`config.mk`:
```
export PLATFORM = sky130hd
export DESIGN_NAME = orw_ctrl
export DESIGN_NICKNAME = d
export VERILOG_FILES = /design/src/include/orw_pkg.sv /design/src/verilog/orw_tick.sv /design/src/verilog/orw_wake_mem.sv /design/src/verilog/orw_ctrl.sv
export SDC_FILE = /design/constraint.sdc
export NUM_CORES = 1
export LEC_CHECK = 0
export BUFFER_PORTS_ARGS = -buffer_cell sky130_fd_sc_hd__buf_2
export CORE_MARGIN = 1.5
export CORE_UTILIZATION = 57
export CTS_BUF_LIST = sky130_fd_sc_hd__clkbuf_8
export CTS_CLUSTER_DIAMETER = 120
export DETAILED_ROUTE_END_ITERATION = 8
export PLACE_DENSITY = 0.9
export SYNTH_ARGS = -nofsm -noshare
export SYNTH_HDL_FRONTEND = slang
export SYNTH_SLANG_ARGS = --single-unit
export TNS_END_PERCENT = 1
```
`constraint.sdc`:
```
create_clock -name mclk -period 4.48 [get_ports mclk]
set_input_delay 0.448 -clock mclk [delete_from_list [all_inputs] [get_ports mclk]]
set_output_delay 0.448 -clock mclk [all_outputs]
set_load 0.01 [all_outputs]
```
`src/include/orw_pkg.sv`:
```
// constants and types for the obd request and wakeup control block
package orw_pkg;
  localparam int unsigned CLK_HZ = 25000000;
  localparam int unsigned MS_CYCLES = CLK_HZ / 1000;
  localparam logic [15:0] RSP_TIMEOUT_MS = 16'd200;
  localparam logic [15:0] WAKE_INTERVAL_MS = 16'd3000;
  localparam logic [15:0] SLOW_INIT_MS = 16'd2500;
  localparam logic [15:0] FAST_INIT_MS = 16'd50;
  localparam logic [15:0] DOT_MS = 16'd800;
  localparam int unsigned MAX_REQ_BYTES = 7;
  localparam int unsigned MAX_WAKE_BYTES = 6;
  localparam logic [7:0] CR_CHAR = 8'h0d;
  localparam logic [2:0] PROTO_ISO9141 = 3'd3;
  localparam logic [2:0] PROTO_KWP_SLOW = 3'd4;
  localparam logic [2:0] PROTO_KWP_FAST = 3'd5;
  localparam logic [3:0] PROTO_CAN_MIN = 4'd6;
  localparam logic [47:0] WAKE_ISO9141_DEF = 48'h686af1010000;
  localparam logic [2:0] WAKE_ISO9141_LEN = 3'd5;
  localparam logic [47:0] WAKE_KWP_DEF = 48'hc133f13e0000;
  localparam logic [2:0] WAKE_KWP_LEN = 3'd4;
  // status codes put out on the report port
  localparam logic [2:0] RPT_NONE = 3'd0;
  localparam logic [2:0] RPT_NO_DATA = 3'd1;
  localparam logic [2:0] RPT_INIT_HDR = 3'd2;
  localparam logic [2:0] RPT_INIT_DOT = 3'd3;
  localparam logic [2:0] RPT_INIT_OK = 3'd4;
  localparam logic [2:0] RPT_INIT_ERR = 3'd5;
  localparam logic [2:0] RPT_BAD_REQ = 3'd6;
  typedef enum logic [2:0] {
    ORW_IDLE = 3'b000,
    ORW_INIT = 3'b001,
    ORW_SEND = 3'b010,
    ORW_WAIT = 3'b011,
    ORW_WAKE = 3'b100,
    ORW_WDRAIN = 3'b101
  } orw_state_t;
endpackage : orw_pkg

```
`src/verilog/orw_tick.sv`:
```
// millisecond enable divider
`timescale 1ns/1ps
module orw_tick #(
  parameter int unsigned DIV = 25000  // cycles per enable
) (
  input wire logic mclk,  // system clock
  input wire logic sys_rst,  // sync reset
  output logic tick  // one-cycle pulse per period
);
  logic [15:0] cnt_reg;  // cycle counter
  logic [15:0] cnt_next;
  // wrap at the divide count
  always_comb begin
    cnt_next = (cnt_reg == 16'(DIV - 1)) ? 16'h0000 : cnt_reg + 16'h0001;
  end
  always_ff @(posedge mclk) begin
    if (sys_rst) begin
      cnt_reg <= 16'h0000;
    end else begin
      cnt_reg <= cnt_next;
    end
  end
  assign tick = (cnt_reg == 16'(DIV - 1));
endmodule : orw_tick

```
`src/verilog/orw_wake_mem.sv`:
```
// wakeup message store, registered read
`timescale 1ns/1ps
module orw_wake_mem #(
  parameter int unsigned DEPTH = 6  // bytes held
) (
  input wire logic mclk,  // system clock
  input wire logic wr_en,  // write strobe
  input wire logic [2:0] wr_addr,  // write index
  input wire logic [7:0] wr_data,  // byte to store
  input wire logic [2:0] rd_addr,  // read index
  output logic [7:0] rd_data  // registered byte
);
  logic [7:0] mem [DEPTH];  // byte array
  // plain ram, no reset: rewritten only while idle, every cycle, at index idle_reg[2:0] mod 6
  always_ff @(posedge mclk) begin
    if (wr_en && (wr_addr < 3'(DEPTH))) begin
      mem[wr_addr] <= wr_data;
    end
    rd_data <= (rd_addr < 3'(DEPTH)) ? mem[rd_addr] : 8'h00;
  end
endmodule : orw_wake_mem

```
`src/verilog/orw_ctrl.sv`:
```
// request sequencing, bus initiation and wakeup control
`timescale 1ns/1ps
// Functional notes
// wait per response timeout; none gives no-data
// response timeout defaults to 200 ms
// trailing digit caps response count
// timer still runs when count given
// host gives count only when known
// host spaces old-car requests 100 ms
// iso protocols initialise bus before use
// host may force fast or slow init
// init status line then ok or error
// dots only during slow initialisation
// no init status during auto search
// bus traffic at least every five seconds; code does not cap the wakeup interval, up to 65535 ms
// wakeup after idle interval, default 3 s
// default wakeup bytes per protocol plus checksum
// wakeup replies never forwarded
// host wakeup without checksum; device appends it
// host always gives full wakeup message
// wakeup length one to six bytes
// no wakeup messages on can protocols
// each response restarts response timeout
// carriage return only terminates request
// request or response restarts wakeup idle
module orw_ctrl
  import orw_pkg::*;
#(
  parameter int unsigned MS_DIV = orw_pkg::MS_CYCLES  // cycles per ms tick
) (
  input wire logic mclk,  // 25 MHz clock
  input wire logic sys_rst,  // sync reset, high
  input wire logic host_valid,  // host nibble or cr strobe
  input wire logic [7:0] host_char,  // ascii from host
  input wire logic [2:0] protocol_sel,  // active protocol number
  input wire logic auto_search,  // auto search in progress
  input wire logic [7:0] response_timeout_setting,  // 4 ms units, 0 = default
  input wire logic [15:0] wakeup_interval_setting,  // ms, 0 = default
  input wire logic wakeup_message_setting,  // load wakeup bytes pulse
  input wire logic [47:0] wm_bytes,  // wakeup bytes, first in msb
  input wire logic [2:0] wm_len,  // wakeup length
  input wire logic fast_bus_init_command,  // force fast init pulse
  input wire logic slow_bus_init_command,  // force slow init pulse
  input wire logic init_result_ok,  // init outcome from bus phy
  input wire logic rx_msg,  // matching response received pulse
  input wire logic tx_ready,  // bus transmitter accepts a byte
  output logic tx_valid,  // byte offered to bus
  output logic [7:0] tx_byte,  // byte to bus
  output logic tx_last,  // last byte of frame
  output logic rx_forward,  // forward responses to host
  output logic [2:0] report_code,  // status report code
  output logic report_valid,  // report strobe
  output logic busy  // no prompt while high
);
  import orw_pkg::*;
  logic tick;  // 1 ms enable
  logic [7:0] rd_data;  // wakeup byte read
  orw_state_t st_reg, st_next;  // main state
  logic [63:0] req_reg, req_next;  // request nibbles, newest low
  logic [3:0] nib_reg, nib_next;  // nibbles collected
  logic [3:0] cnt_reg, cnt_next;  // bytes to send / index
  logic [3:0] max_reg, max_next;  // response cap, 0 = none
  logic [3:0] got_reg, got_next;  // responses received
  logic [15:0] tmr_reg, tmr_next;  // ms timer
  logic [15:0] idle_reg, idle_next;  // wakeup idle ms
  logic [15:0] dot_reg, dot_next;  // dot pacing ms
  logic slow_reg, slow_next;  // current init is slow
  logic live_reg, live_next;  // bus initialised
  logic [7:0] sum_reg, sum_next;  // checksum accumulator
  logic [2:0] wlen_reg, wlen_next;  // wakeup length
  logic wcus_reg, wcus_next;  // custom wakeup loaded
  logic [47:0] wmb_reg, wmb_next;  // host wakeup bytes, first in msb
  logic [2:0] wr_addr;  // store index
  logic [7:0] wr_data;  // store byte
  logic wr_en;  // store strobe
  logic [2:0] rd_addr;  // read index
  logic [3:0] hexv;  // decoded nibble
  logic ishex;  // char is hex digit
  logic iso;  // iso protocol selected
  logic [15:0] rto_ms;  // response timeout in ms
  logic [15:0] wint_ms;  // wakeup interval in ms
  logic [3:0] nbytes;  // whole bytes in request
  logic want_init;  // init needed
  orw_tick #(.DIV(MS_DIV)) u_tick (
    .mclk(mclk),
    .sys_rst(sys_rst),
    .tick(tick)
  );
  // wakeup bytes live in a small store; default picked per protocol
  orw_wake_mem #(.DEPTH(MAX_WAKE_BYTES)) u_mem (
    .mclk(mclk),
    .wr_en(wr_en),
    .wr_addr(wr_addr),
    .wr_data(wr_data),
    .rd_addr(rd_addr),
    .rd_data(rd_data)
  );
  // decode ascii hex
  always_comb begin
    ishex = 1'b1;
    hexv = 4'h0;
    if (host_char >= 8'h30 && host_char <= 8'h39) begin
      hexv = 4'(host_char - 8'h30);
    end else if (host_char >= 8'h41 && host_char <= 8'h46) begin
      hexv = 4'(host_char - 8'h37);
    end else if (host_char >= 8'h61 && host_char <= 8'h66) begin
      hexv = 4'(host_char - 8'h57);
    end else begin
      ishex = 1'b0;
    end
  end
  assign iso = (protocol_sel == PROTO_ISO9141) || (protocol_sel == PROTO_KWP_SLOW)
    || (protocol_sel == PROTO_KWP_FAST);
  // default timeout when setting is zero
  assign rto_ms = (response_timeout_setting == 8'h00) ? RSP_TIMEOUT_MS
    : {6'h00, response_timeout_setting, 2'b00};
  // default interval when setting is zero
  assign wint_ms = (wakeup_interval_setting == 16'h0000) ? WAKE_INTERVAL_MS
    : wakeup_interval_setting;
  assign nbytes = {1'b0, nib_reg[3:1]};
  assign want_init = iso && !live_reg;
  // store write: host bytes once loaded, else the protocol default
  always_comb begin
    wr_en = 1'b0;
    wr_addr = 3'd0;
    wr_data = 8'h00;
    if (st_reg == ORW_IDLE) begin
      wr_en = 1'b1;
      wr_addr = 3'(idle_reg[2:0] % 3'd6);
      wr_data = wcus_reg ? wmb_reg[8'(47 - 8 * wr_addr) -: 8]
        : (protocol_sel == PROTO_ISO9141)
        ? WAKE_ISO9141_DEF[8'(47 - 8 * wr_addr) -: 8]
        : WAKE_KWP_DEF[8'(47 - 8 * wr_addr) -: 8];
    end
  end
  // read one ahead: the registered byte must stand while the bus stalls
  assign rd_addr = cnt_next[2:0] - 3'd1;
  // main sequencing
  always_comb begin
    st_next = st_reg;
    req_next = req_reg;
    nib_next = nib_reg;
    cnt_next = cnt_reg;
    max_next = max_reg;
    got_next = got_reg;
    tmr_next = tmr_reg;
    dot_next = dot_reg;
    slow_next = slow_reg;
    live_next = live_reg;
    sum_next = sum_reg;
    wlen_next = wlen_reg;
    wcus_next = wcus_reg;
    wmb_next = wmb_reg;
    idle_next = (tick && idle_reg != 16'hffff) ? idle_reg + 16'h0001 : idle_reg;
    tx_valid = 1'b0;
    tx_byte = 8'h00;
    tx_last = 1'b0;
    report_valid = 1'b0;
    report_code = RPT_NONE;
    if (!wcus_reg) begin
      wlen_next = (protocol_sel == PROTO_ISO9141) ? WAKE_ISO9141_LEN : WAKE_KWP_LEN;
    end
    // load host wakeup, length checked
    // one to six bytes accepted
    // load after the default so the host length wins
    if (wakeup_message_setting && wm_len != 3'd0 && wm_len <= 3'(MAX_WAKE_BYTES)) begin
      wcus_next = 1'b1;
      wlen_next = wm_len;
      wmb_next = wm_bytes;
    end
    case (st_reg)
      ORW_IDLE: begin
        // forced initialisation accepted only while idle
        if (fast_bus_init_command || slow_bus_init_command) begin
          slow_next = slow_bus_init_command;
          st_next = ORW_INIT;
          tmr_next = 16'h0000;
          dot_next = 16'h0000;
          nib_next = 4'h0;
          // status header unless searching
          // silent during auto search
          report_valid = !auto_search;
          report_code = RPT_INIT_HDR;
        end else if (host_valid && host_char == CR_CHAR) begin
          // cr ends request, never sent
          if (nib_reg == 4'h0) begin
            st_next = ORW_IDLE;
          end else if (nib_reg[0] || nbytes > 4'(MAX_REQ_BYTES)) begin
            // odd nibble is response cap
            max_next = nib_reg[0] ? req_reg[3:0] : 4'h0;
            if (!nib_reg[0] || nbytes == 4'h0) begin
              report_valid = 1'b1;
              report_code = RPT_BAD_REQ;
              nib_next = 4'h0;
            end else begin
              req_next = {4'h0, req_reg[63:4]};
              nib_next = nib_reg - 4'h1;
            end
          end else begin
            max_next = 4'h0;
          end
          if (nib_reg != 4'h0 && !(report_valid)) begin
            // init deferred until a request
            if (want_init) begin
              slow_next = (protocol_sel != PROTO_KWP_FAST);
              st_next = ORW_INIT;
              tmr_next = 16'h0000;
              dot_next = 16'h0000;
              report_valid = !auto_search;
              report_code = RPT_INIT_HDR;
            end else begin
              st_next = ORW_SEND;
            end
            cnt_next = 4'h0;
            sum_next = 8'h00;
          end
        end else if (host_valid && ishex && nib_reg < 4'd15) begin
          req_next = {req_reg[59:0], hexv};
          nib_next = nib_reg + 4'h1;
        // wakes after wint_ms, which is not capped at five seconds
        // wakeup after idle interval
        // none on can protocols
        end else if (live_reg && iso && idle_reg >= wint_ms) begin
          st_next = ORW_WAKE;
          cnt_next = 4'h0;
          sum_next = 8'h00;
        end
      end
      ORW_INIT: begin
        if (tick) begin
          tmr_next = tmr_reg + 16'h0001;
          dot_next = dot_reg + 16'h0001;
        end
        // dots only for slow init
        if (slow_reg && tick && dot_reg == DOT_MS - 16'h0001) begin
          dot_next = 16'h0000;
          report_valid = !auto_search;
          report_code = RPT_INIT_DOT;
        end
        if (tmr_reg >= (slow_reg ? SLOW_INIT_MS : FAST_INIT_MS)) begin
          live_next = init_result_ok;
          idle_next = 16'h0000;
          report_valid = !auto_search;
          report_code = init_result_ok ? RPT_INIT_OK : RPT_INIT_ERR;
          st_next = (init_result_ok && nib_reg != 4'h0) ? ORW_SEND : ORW_IDLE;
          if (!init_result_ok) begin
            nib_next = 4'h0;
          end
        end
      end
      ORW_SEND: begin
        tx_valid = 1'b1;
        if (cnt_reg == nbytes) begin
          tx_byte = sum_reg;
          tx_last = 1'b1;
        end else begin
          tx_byte = req_reg[8'(8 * (nbytes - cnt_reg) - 1) -: 8];
        end
        if (tx_ready) begin
          sum_next = sum_reg + tx_byte;
          cnt_next = cnt_reg + 4'h1;
          if (tx_last) begin
            // timer starts after send
            // request restarts idle count
            st_next = ORW_WAIT;
            tmr_next = 16'h0000;
            got_next = 4'h0;
            idle_next = 16'h0000;
            nib_next = 4'h0;
          end
        end
      end
      ORW_WAIT: begin
        if (tick) begin
          tmr_next = tmr_reg + 16'h0001;
        end
        if (rx_msg) begin
          // each response restarts timer
          tmr_next = 16'h0000;
          idle_next = 16'h0000;
          got_next = got_reg + 4'h1;
          // cap reached ends at once
          if (max_reg != 4'h0 && got_reg + 4'h1 >= max_reg) begin
            st_next = ORW_IDLE;
          end
        end else if (tmr_reg >= rto_ms) begin
          // timeout ends, no-data if none
          st_next = ORW_IDLE;
          report_valid = (got_reg == 4'h0);
          report_code = RPT_NO_DATA;
        end
      end
      ORW_WAKE: begin
        // stored bytes then checksum
        // checksum always appended
        tx_valid = (cnt_reg != 4'h0);
        tx_byte = (cnt_reg > {1'b0, wlen_reg}) ? sum_reg : rd_data;
        tx_last = (cnt_reg > {1'b0, wlen_reg});
        if (cnt_reg == 4'h0) begin
          cnt_next = 4'h1;
        end else if (tx_ready) begin
          sum_next = sum_reg + tx_byte;
          cnt_next = cnt_reg + 4'h1;
          if (tx_last) begin
            st_next = ORW_WDRAIN;
            tmr_next = 16'h0000;
            idle_next = 16'h0000;
          end
        end
      end
      ORW_WDRAIN: begin
        // replies dropped until quiet
        if (tick) begin
          tmr_next = tmr_reg + 16'h0001;
        end
        if (rx_msg) begin
          tmr_next = 16'h0000;
        end else if (tmr_reg >= rto_ms) begin
          st_next = ORW_IDLE;
          idle_next = 16'h0000;
        end
      end
      default: begin
        st_next = ORW_IDLE;
      end
    endcase
    // leaving iso drops the initialised state
    if (!iso) begin
      live_next = 1'b0;
    end
  end
  // register main state
  always_ff @(posedge mclk) begin
    if (sys_rst) begin
      st_reg <= ORW_IDLE;
      req_reg <= 64'h0;
      nib_reg <= 4'h0;
      cnt_reg <= 4'h0;
      max_reg <= 4'h0;
      got_reg <= 4'h0;
      tmr_reg <= 16'h0000;
      idle_reg <= 16'h0000;
      dot_reg <= 16'h0000;
      slow_reg <= 1'b0;
      live_reg <= 1'b0;
      sum_reg <= 8'h00;
      wlen_reg <= WAKE_KWP_LEN;
      wcus_reg <= 1'b0;
      wmb_reg <= 48'h0;
    end else begin
      st_reg <= st_next;
      req_reg <= req_next;
      nib_reg <= nib_next;
      cnt_reg <= cnt_next;
      max_reg <= max_next;
      got_reg <= got_next;
      tmr_reg <= tmr_next;
      idle_reg <= idle_next;
      dot_reg <= dot_next;
      slow_reg <= slow_next;
      live_reg <= live_next;
      sum_reg <= sum_next;
      wlen_reg <= wlen_next;
      wcus_reg <= wcus_next;
      wmb_reg <= wmb_next;
    end
  end
  assign rx_forward = (st_reg == ORW_WAIT);
  assign busy = (st_reg != ORW_IDLE);
  // no-data only when nothing came
  no_data_a: assert property (@(posedge mclk) disable iff (sys_rst)
    report_valid && report_code == RPT_NO_DATA |-> got_reg == 4'h0 && st_reg == ORW_WAIT)
    else $error("no-data with responses");
  // response clears timer
  rsp_restart_a: assert property (@(posedge mclk) disable iff (sys_rst)
    st_reg == ORW_WAIT && rx_msg |=> tmr_reg == 16'h0000)
    else $error("timer not restarted");
  // wakeup replies not forwarded
  wake_hide_a: assert property (@(posedge mclk) disable iff (sys_rst)
    st_reg == ORW_WDRAIN || st_reg == ORW_WAKE |-> !rx_forward)
    else $error("wakeup reply forwarded");
  // no wakeup on can
  can_quiet_a: assert property (@(posedge mclk) disable iff (sys_rst)
    st_reg == ORW_IDLE && st_next == ORW_WAKE |-> iso)
    else $error("wakeup outside iso");
  // silent during search
  search_quiet_a: assert property (@(posedge mclk) disable iff (sys_rst)
    st_reg == ORW_INIT && auto_search |-> !report_valid)
    else $error("init status in search");
  // no dots on fast init
  fast_nodot_a: assert property (@(posedge mclk) disable iff (sys_rst)
    report_valid && report_code == RPT_INIT_DOT |-> slow_reg)
    else $error("dot on fast init");
  // send clears idle count
  idle_clr_a: assert property (@(posedge mclk) disable iff (sys_rst)
    st_reg == ORW_SEND && st_next == ORW_WAIT |=> idle_reg == 16'h0000 && st_reg == ORW_WAIT)
    else $error("idle not cleared");
  // cap ends wait
  cap_end_a: assert property (@(posedge mclk) disable iff (sys_rst)
    st_reg == ORW_WAIT && rx_msg && max_reg != 4'h0 && got_reg + 4'h1 >= max_reg
    |=> st_reg == ORW_IDLE)
    else $error("cap ignored");
  // wakeup frame ends with checksum
  wake_sum_a: assert property (@(posedge mclk) disable iff (sys_rst)
    st_reg == ORW_WAKE && tx_last |-> tx_byte == sum_reg
    && cnt_reg == {1'b0, wlen_reg} + 4'h1)
    else $error("wakeup checksum missing");
endmodule : orw_ctrl

```
==> run_results.csv, run 1 <==
group,metric,value,unit
status,status,"complete, no violations",
flow_run,cap_violations,0,
min_path,whs_path_depth,3,
final_layout,postLayoutCoreUtil,65.50,%
detailed_routing,drc,0,
final_layout,largest_reg_flops,64,
grt,grt_usage,28.84,%
sta,clock.fmax,230.6,MHz
floorplanning,start_util,58.06,%
detailed_routing,vias_per_cell,6.157,
pwr,fin_total_pwr,7.055,mW
logic_synthesis,synth_nets,1875,
detailed_routing,ant_nets,0,
detailed_routing,vias,13320,
critical_path,reg2reg_to,"sum_reg[7]$_SDFFE_PP0P_",
min_path,hp-class,"input pin to flip-flop",
clocking,clk_pin_slew,0.06,ns
logic_synthesis,yosysWarnings,0,
sta,hold_violations,0,
grt,antenna_found_initial,3,
critical_path,critPathKind,"flip-flop to flip-flop",
floorplanning,die-area,26540,um2
placed_design,place_ws,-0.2715,ns
pwr,vdd_ir_drop_max,0.2595,mV
placed_design,dp.cells,2088,
critical_path,rrSetupSlack,0.14,ns
floorplanning,io_pins,112,
clocking,cts_hold_buf,0,
placed_design,dpl.hpwl,26970,um
placed_design,place.gp.congestion,1.009,
sta,setup_slack,0.1439,ns
critical_path,critical_path_arrival,4.81,ns
critical_path,cp_data_required_time,4.96,ns
final_layout,drive_above_1_share,15.67,%
logic_synthesis,ys_seq_area_share,39.69,%
sta,fin_crit,4.336,ns
logic_synthesis,synth-main-ff-cell,"dfxtp_1",
logic_synthesis,syn_area,14580,um2
sta,slew_headroom,12.40,%
critical_path,r2r_cells,20,
clocking,cts_inserted_buffers,45,
sta,setup_viol,0,
placed_design,post_dp_cell_area,15480,um2
clocking,cts_root_buffer,"clkbuf_8",
critical_path,crit_fanout,14,
final_layout,fillerInstances,1934,
logic_synthesis,synth-async-reset-ratio,0,%
critical_path,end_kind,"flip-flop",
final_layout,final_area,16450,um2
final_layout,nNetsFinal,1974,
grt,grt.busiest_layer,"met2",
logic_synthesis,synth-edff-count,48,
clocking,clockBufferDepth,3,
grt,globalRoute.totalOverflow,0,
clocking,cts_tree,"built",
floorplanning,die_h,162.9,um
grt,grt_use_met3,6.875,%
floorplanning,die_w,162.9,um
clocking,cts.sinks,265,
critical_path,cp-start-kind,"flip-flop",
logic_synthesis,ys_ff_latch,265,
detailed_routing,dr.pass1.iters,8,
sta,rsz0062_at_grt,"true",
placed_design,io_buffers,111,
logic_synthesis,yosysUniqueCellTypes,87,
sta,slew_violations,0,
sta,worst_pin_slew,1.304,ns
pwr,leakage,6.164,nW
sta,post-route-period-util,96.79,%
clocking,clk_latency,0.57,ns
floorplanning,coreArea,25110,um2
grt,met2_usage,48.57,%
logic_synthesis,synthCells,1709,
detailed_routing,wl_per_cell,17.63,um
sta,tns,0,ns
min_path,min_to,"wmb_reg[47]$_SDFFE_PP0P_",
final_layout,finalNonFillerCells,2164,
final_layout,multi_input_area,8319,um2
detailed_routing,dr.first_iter.drc_count,1352,
clocking,cts_max_level,2,
sta,finalClockSkew,0.04712,ns
logic_synthesis,avgSynthCellArea,8.530,um2
grt,grt_pass1_vias,13040,
grt,grt_pass1_wl,62440,um
sta,whs,0.1105,ns
floorplanning,num_rows,58,
pwr,powerDensity,429.0,nW/um2
critical_path,regToRegStartpoint,"nib_reg[1]$_SDFFE_PP0P_",
final_layout,syn2layout_area_growth,12.82,%
grt,grt_max_degree,95,
min_path,hold_start,"wm_bytes[47]",
grt,use_met1,35.54,%
final_layout,register_area,5786,um2
detailed_routing,wl,38150,um
-- how the worst max path moves through the flow --
stage | startpoint | to | cells after the start
2_1_floorplan | cnt_reg[0]$_SDFF_PP0_ | sum_reg[7]$_SDFFE_PP0P_ | 21
3_3_place_gp | wakeup_interval_setting[0] | u_mem.rd_data[5]$_SDFF_PP0_ | 19
3_5_place_dp | wakeup_interval_setting[0] | u_mem.rd_data[5]$_SDFF_PP0_ | 19
4_1_cts | nib_reg[1]$_SDFFE_PP0P_ | sum_reg[7]$_SDFFE_PP0P_ | 19
5_1_grt | nib_reg[1]$_SDFFE_PP0P_ | sum_reg[6]$_SDFFE_PP0P_ | 25
6_report | nib_reg[1]$_SDFFE_PP0P_ | sum_reg[7]$_SDFFE_PP0P_ | 20
-- Yosys cell counts (all sizes together), types with 9 or more instances --
cell    count  area (um2)
mux2        9       101.4
o21ai      52       260.3
clkbuf     85       319.1
xor2       33       289.0
edfxtp     48        1441
nor4       11       68.82
nand3      46       230.2
inv        53       198.9
nand2b     20       125.1
o22ai      15       93.84
or3        12       75.07
nor3       21       115.1
dfxtp     217        4344
buf        14       66.32
nand2     316        1186
mux4       24       540.5
nor2      201       757.0
a21oi     132       660.6
xnor2      23       201.4
nand4      17       106.4
ha         68       850.8
and3       16       100.1
a211oi     15       122.6
mux2i      50       500.5
a311oi     60       531.8
-- cell type report --
class | count | share of cell area, %
Antenna cell | 2 | 0.03043
Clock buffer | 50 | 4.184
Clock inverter | 21 | 0.8673
Inverter | 56 | 1.278
Multi-Input combinational cell | 1289 | 50.58
Sequential cell | 265 | 35.18
Tap cell | 330 | 2.510
Timing Repair Buffer | 151 | 5.371
-- routing by layer --
layer / share of wire [%] / vias to the layer above
met5: 0 / -
met4: 3.8 / 0
met3: 9.5 / 136
met2: 47 / 679
met1: 40 / 6207
li1: - / 6302
-- kinds of logic (layout without fill, tap and decap cells) --
logic type                 count (synthesis)  after routing  synth area share, %
DFF                                      265            265                39.69
other                                      0              2                    0
adders and majority gates                 70             70                6.111
AOI/OAI and AO/OA                        353            353                16.22
xor gates and xnor gates                  56             56                3.365
and+or+nand+nor                          727            727                22.69
buffers and inverters                    155            278                4.086
muxes                                     83             83                7.836
-- cell usage in the layout, fill, tap and decap left out, types with 9 or more instances in the layout --
cell      instances
nand2_1         316
dfxtp_1         217
nor2_1          200
a21oi_1         128
buf_2           110
ha_1             66
a311oi_1         59
inv_1            57
clkbuf_8         50
edfxtp_1         48
nand3_1          46
mux2i_1          46
o21ai_0          42
buf_4            39
xor2_1           32
mux4_2           24
xnor2_1          22
nand2b_1         20
nor3_1           19
nand4_1          17
and3_1           16
o22ai_1          15
a211oi_1         13
or3_1            12
nor4_1           11
o21ai_1          10
clkinv_1          9
mux2_2            9
-- critical path, cell delays in order (launching register included) --
cell,delay [ns]
dfxtp_1,0.33
inv_2,0.07
ha_2,0.17
inv_1,0.05
fa_1,0.51
inv_2,0.07
ha_4,0.29
buf_12,0.15
mux4_2,0.34
mux2i_4,0.21
nor2_1,0.09
a21oi_2,0.13
mux2i_1,0.09
ha_1,0.36
a21oi_2,0.19
o21bai_1,0.10
a21oi_2,0.16
o21ai_1,0.10
or3b_2,0.45
a221o_1,0.33
nand3_1,0.06
-- power by group --
group | switching, mW | leakage (nW) | internal (mW)
logic | 1.36 | 3.50 | 0.954
registers | 0.0993 | 2.21 | 2.60
clock network | 0.961 | 0.456 | 1.08
-- what timing repair did --
action / in CTS / in global routing
endpoints found under the setup margin: 1 / 9
setup buffers: 0 / 3
pin swaps: 0 / 6
gates resized for setup: 7 / 14
endpoints found under the hold margin: 0 / 0
Power figures use the tool's default switching activity.
==> run 2, diff against run 1 <==
--- a/config.mk
+++ b/config.mk
@@ -6,11 +6,13 @@
 export NUM_CORES = 1
 export LEC_CHECK = 0
 export BUFFER_PORTS_ARGS = -buffer_cell sky130_fd_sc_hd__buf_2
+export CORE_ASPECT_RATIO = 0.9
 export CORE_MARGIN = 1.5
 export CORE_UTILIZATION = 57
 export CTS_BUF_LIST = sky130_fd_sc_hd__clkbuf_8
 export CTS_CLUSTER_DIAMETER = 120
 export DETAILED_ROUTE_END_ITERATION = 8
+export GPL_TIMING_DRIVEN = 0
 export PLACE_DENSITY = 0.9
 export SYNTH_ARGS = -nofsm -noshare
 export SYNTH_HDL_FRONTEND = slang
==> run 2 against run 1 <==
  * Die area hardly changed
  * Clock skew is 0.0024 ns lower
  * Clock-buffer cell count is 1 lower
  * Worst hold slack worse by 0.016 ns
  * Total power is 2.1% higher
  * First-iteration DRC count is 31% higher
  * Routed wire length is 12% higher
  * Worst setup slack worse by 0.11 ns
  * Global-route usage is 3.1 points higher
  * Register-to-register slack worse by 0.11 ns
  * Flip-flop and latch count stayed put
  * Critical path depth stayed put
  * Critical path type unchanged
==> run_results.csv, run 2 (synthesized netlist as in run 1, its figures left out) <==
group,metric,value,unit
status,status,"complete, no violations",
flow_run,cap_violations,0,
pwr,fin_total_pwr,7.204,mW
pwr,vdd_ir_drop_max,0.3104,mV
critical_path,critical_path_arrival,4.94,ns
detailed_routing,dr.pass1.iters,6,
grt,grt_pass1_vias,13190,
critical_path,r2r_cells,20,
placed_design,place.gp.congestion,0.9968,
grt,globalRoute.totalOverflow,0,
sta,slew_violations,0,
floorplanning,die_h,154.7,um
critical_path,crit_slowest_cell,"dfxtp_1",
detailed_routing,wl_per_cell,18.96,um
sta,worst_pin_slew,1.190,ns
clocking,cts_root_buffer,"clkbuf_8",
pwr,powerDensity,427.9,nW/um2
final_layout,nNetsFinal,2049,
clocking,cts.sinks,265,
floorplanning,io_pins,112,
floorplanning,coreArea,25120,um2
final_layout,drive_above_1_share,16.04,%
clocking,cts_max_level,2,
sta,finalClockSkew,0.04476,ns
final_layout,layout_common_cells,"nand2_1, dfxtp_1, nor2_1, a21oi_1, buf_2",
detailed_routing,vias_per_cell,6.267,
critical_path,crit_fanout,5,
sta,fin_crit,4.444,ns
min_path,hp-class,"input pin to flip-flop",
final_layout,finalNonFillerCells,2259,
critical_path,cp_cell_sequence,"inv_1 > ha_1 > nor2b_1 > o21ai_1 > nor3b_2 > o21bai_1 > a21boi_0 > o21ai_2 > buf_4 > nor2_1 > a21oi_2 > mux2i_1 > ha_1 > a21oi_2 > o21bai_1 > a21oi_2 > o21ai_2 > or3b_4 > a221o_1 > nand3_1",
floorplanning,start_util,58.04,%
placed_design,dp.cells,2160,
clocking,clockBufferDepth,3,
clocking,cts_tree,"built",
grt,grt_pass1_wl,67440,um
critical_path,crit_cells,20,
pwr,leakage,6.300,nW
critical_path,critPathKind,"flip-flop to flip-flop",
critical_path,crit_path_frequent_cell,"a21oi_2",
placed_design,dpl.hpwl,30420,um
sta,slew_headroom,20.07,%
critical_path,cp_top_family,"compound AO/OA/AOI/OAI gates",
final_layout,syn2layout_area_growth,15.49,%
critical_path,cp-start-kind,"flip-flop",
detailed_routing,ant_nets,0,
critical_path,max_stage_delay,0.43,ns
detailed_routing,vias,14160,
grt,grt_usage,31.92,%
clocking,cts_hold_buf,0,
placed_design,io_buffers,108,
grt,antenna_found_initial,4,
final_layout,final_common_cell,"nand2_1",
detailed_routing,dr.first_iter.drc_count,1768,
sta,hold_violations,0,
critical_path,cp_data_required_time,4.97,ns
detailed_routing,drc,0,
clocking,clk_latency,0.59,ns
floorplanning,num_rows,55,
final_layout,largest_reg_flops,64,
sta,post-route-period-util,99.21,%
critical_path,end_kind,"flip-flop",
min_path,whs_path_depth,3,
grt,grt_max_degree,14,
detailed_routing,wl,42840,um
clocking,cts_inserted_buffers,42,
sta,setup_viol,0,
clocking,clk_pin_slew,0.07,ns
critical_path,path_buf_inv,2,
floorplanning,die-area,26540,um2
floorplanning,die_w,171.6,um
sta,clock.fmax,225.0,MHz
-- run 2: worst paths after layout --
kind                                               start                  endpoint  slack, ns
worst min-delay path                        wm_bytes[29]  wmb_reg[29]$_SDFFE_PP0P_       0.09
worst min register to register  wmb_reg[21]$_SDFFE_PP0P_  wmb_reg[21]$_SDFFE_PP0P_       0.46
worst max-delay path               cnt_reg[1]$_SDFF_PP0_   sum_reg[7]$_SDFFE_PP0P_       0.04
worst max register to register     cnt_reg[1]$_SDFF_PP0_   sum_reg[7]$_SDFFE_PP0P_       0.04
-- run 2: worst reg2reg max path: stages, from the launching register on --
cell and delay (ns):
dfxtp_1 0.43, inv_1 0.14, ha_1 0.35, nor2b_1 0.17, o21ai_1 0.26, nor3b_2 0.29, o21bai_1 0.10, a21boi_0 0.28
o21ai_2 0.17, buf_4 0.18, nor2_1 0.20, a21oi_2 0.06, mux2i_1 0.17, ha_1 0.27, a21oi_2 0.15, o21bai_1 0.11
a21oi_2 0.19, o21ai_2 0.10, or3b_4 0.37, a221o_1 0.29, nand3_1 0.06
-- run 2: routing by layer --
metal	global-route usage, %	wire length, um	up-vias
li1	-	-	6462
met1	41.96	16670	6569
met2	50.72	19130	942
met5	0	13	-
met4	14.58	1997	2
met3	6.244	5018	183
-- run 2: stage by stage --
stage,worst slack (ns),utilization [%],instance area [um2],TNS (ns),hold WS [ns]
2_1_floorplan,-0.03895,-,14590,-0.03895,0.4297
3_3_place_gp,-0.9227,61.95,15560,-7.756,0.4411
3_5_place_dp,-1.068,62.06,15590,-9.394,0.4454
4_1_cts,-0.01745,66.00,16580,-0.01745,0.08596
5_1_grt,-0.1028,67.01,16830,-0.1099,0.1040
6_report,0.03555,67.03,16840,0,0.09474
-- run 2: final cells by class --
cell class | count | area, um2
Sequential cell | 265 | 5794
Tap cell | 342 | 427.9
Clock buffer | 49 | 674.4
Multi-Input combinational cell | 1289 | 8446
Antenna cell | 3 | 7.507
Clock inverter | 26 | 130.1
Inverter | 56 | 217.7
Fill cell | 1871 | 8282
Timing Repair Buffer | 133 | 729.5
Buffer | 96 | 409.1
-- run 2: power by group --
part           switching [mW]  leakage (nW)  internal [mW]
Clock                    1.00         0.489           1.01
Combinational            1.49          3.60          0.994
Sequential             0.0975          2.21           2.61
Total                    2.59          6.30           4.61
-- run 2: repair_timing --
action	4_1_cts	5_1_grt
gates resized for setup	29	37
pin swaps	6	15
cloned	0	1
setup buffers	7	15
endpoints found under the setup margin	18	10
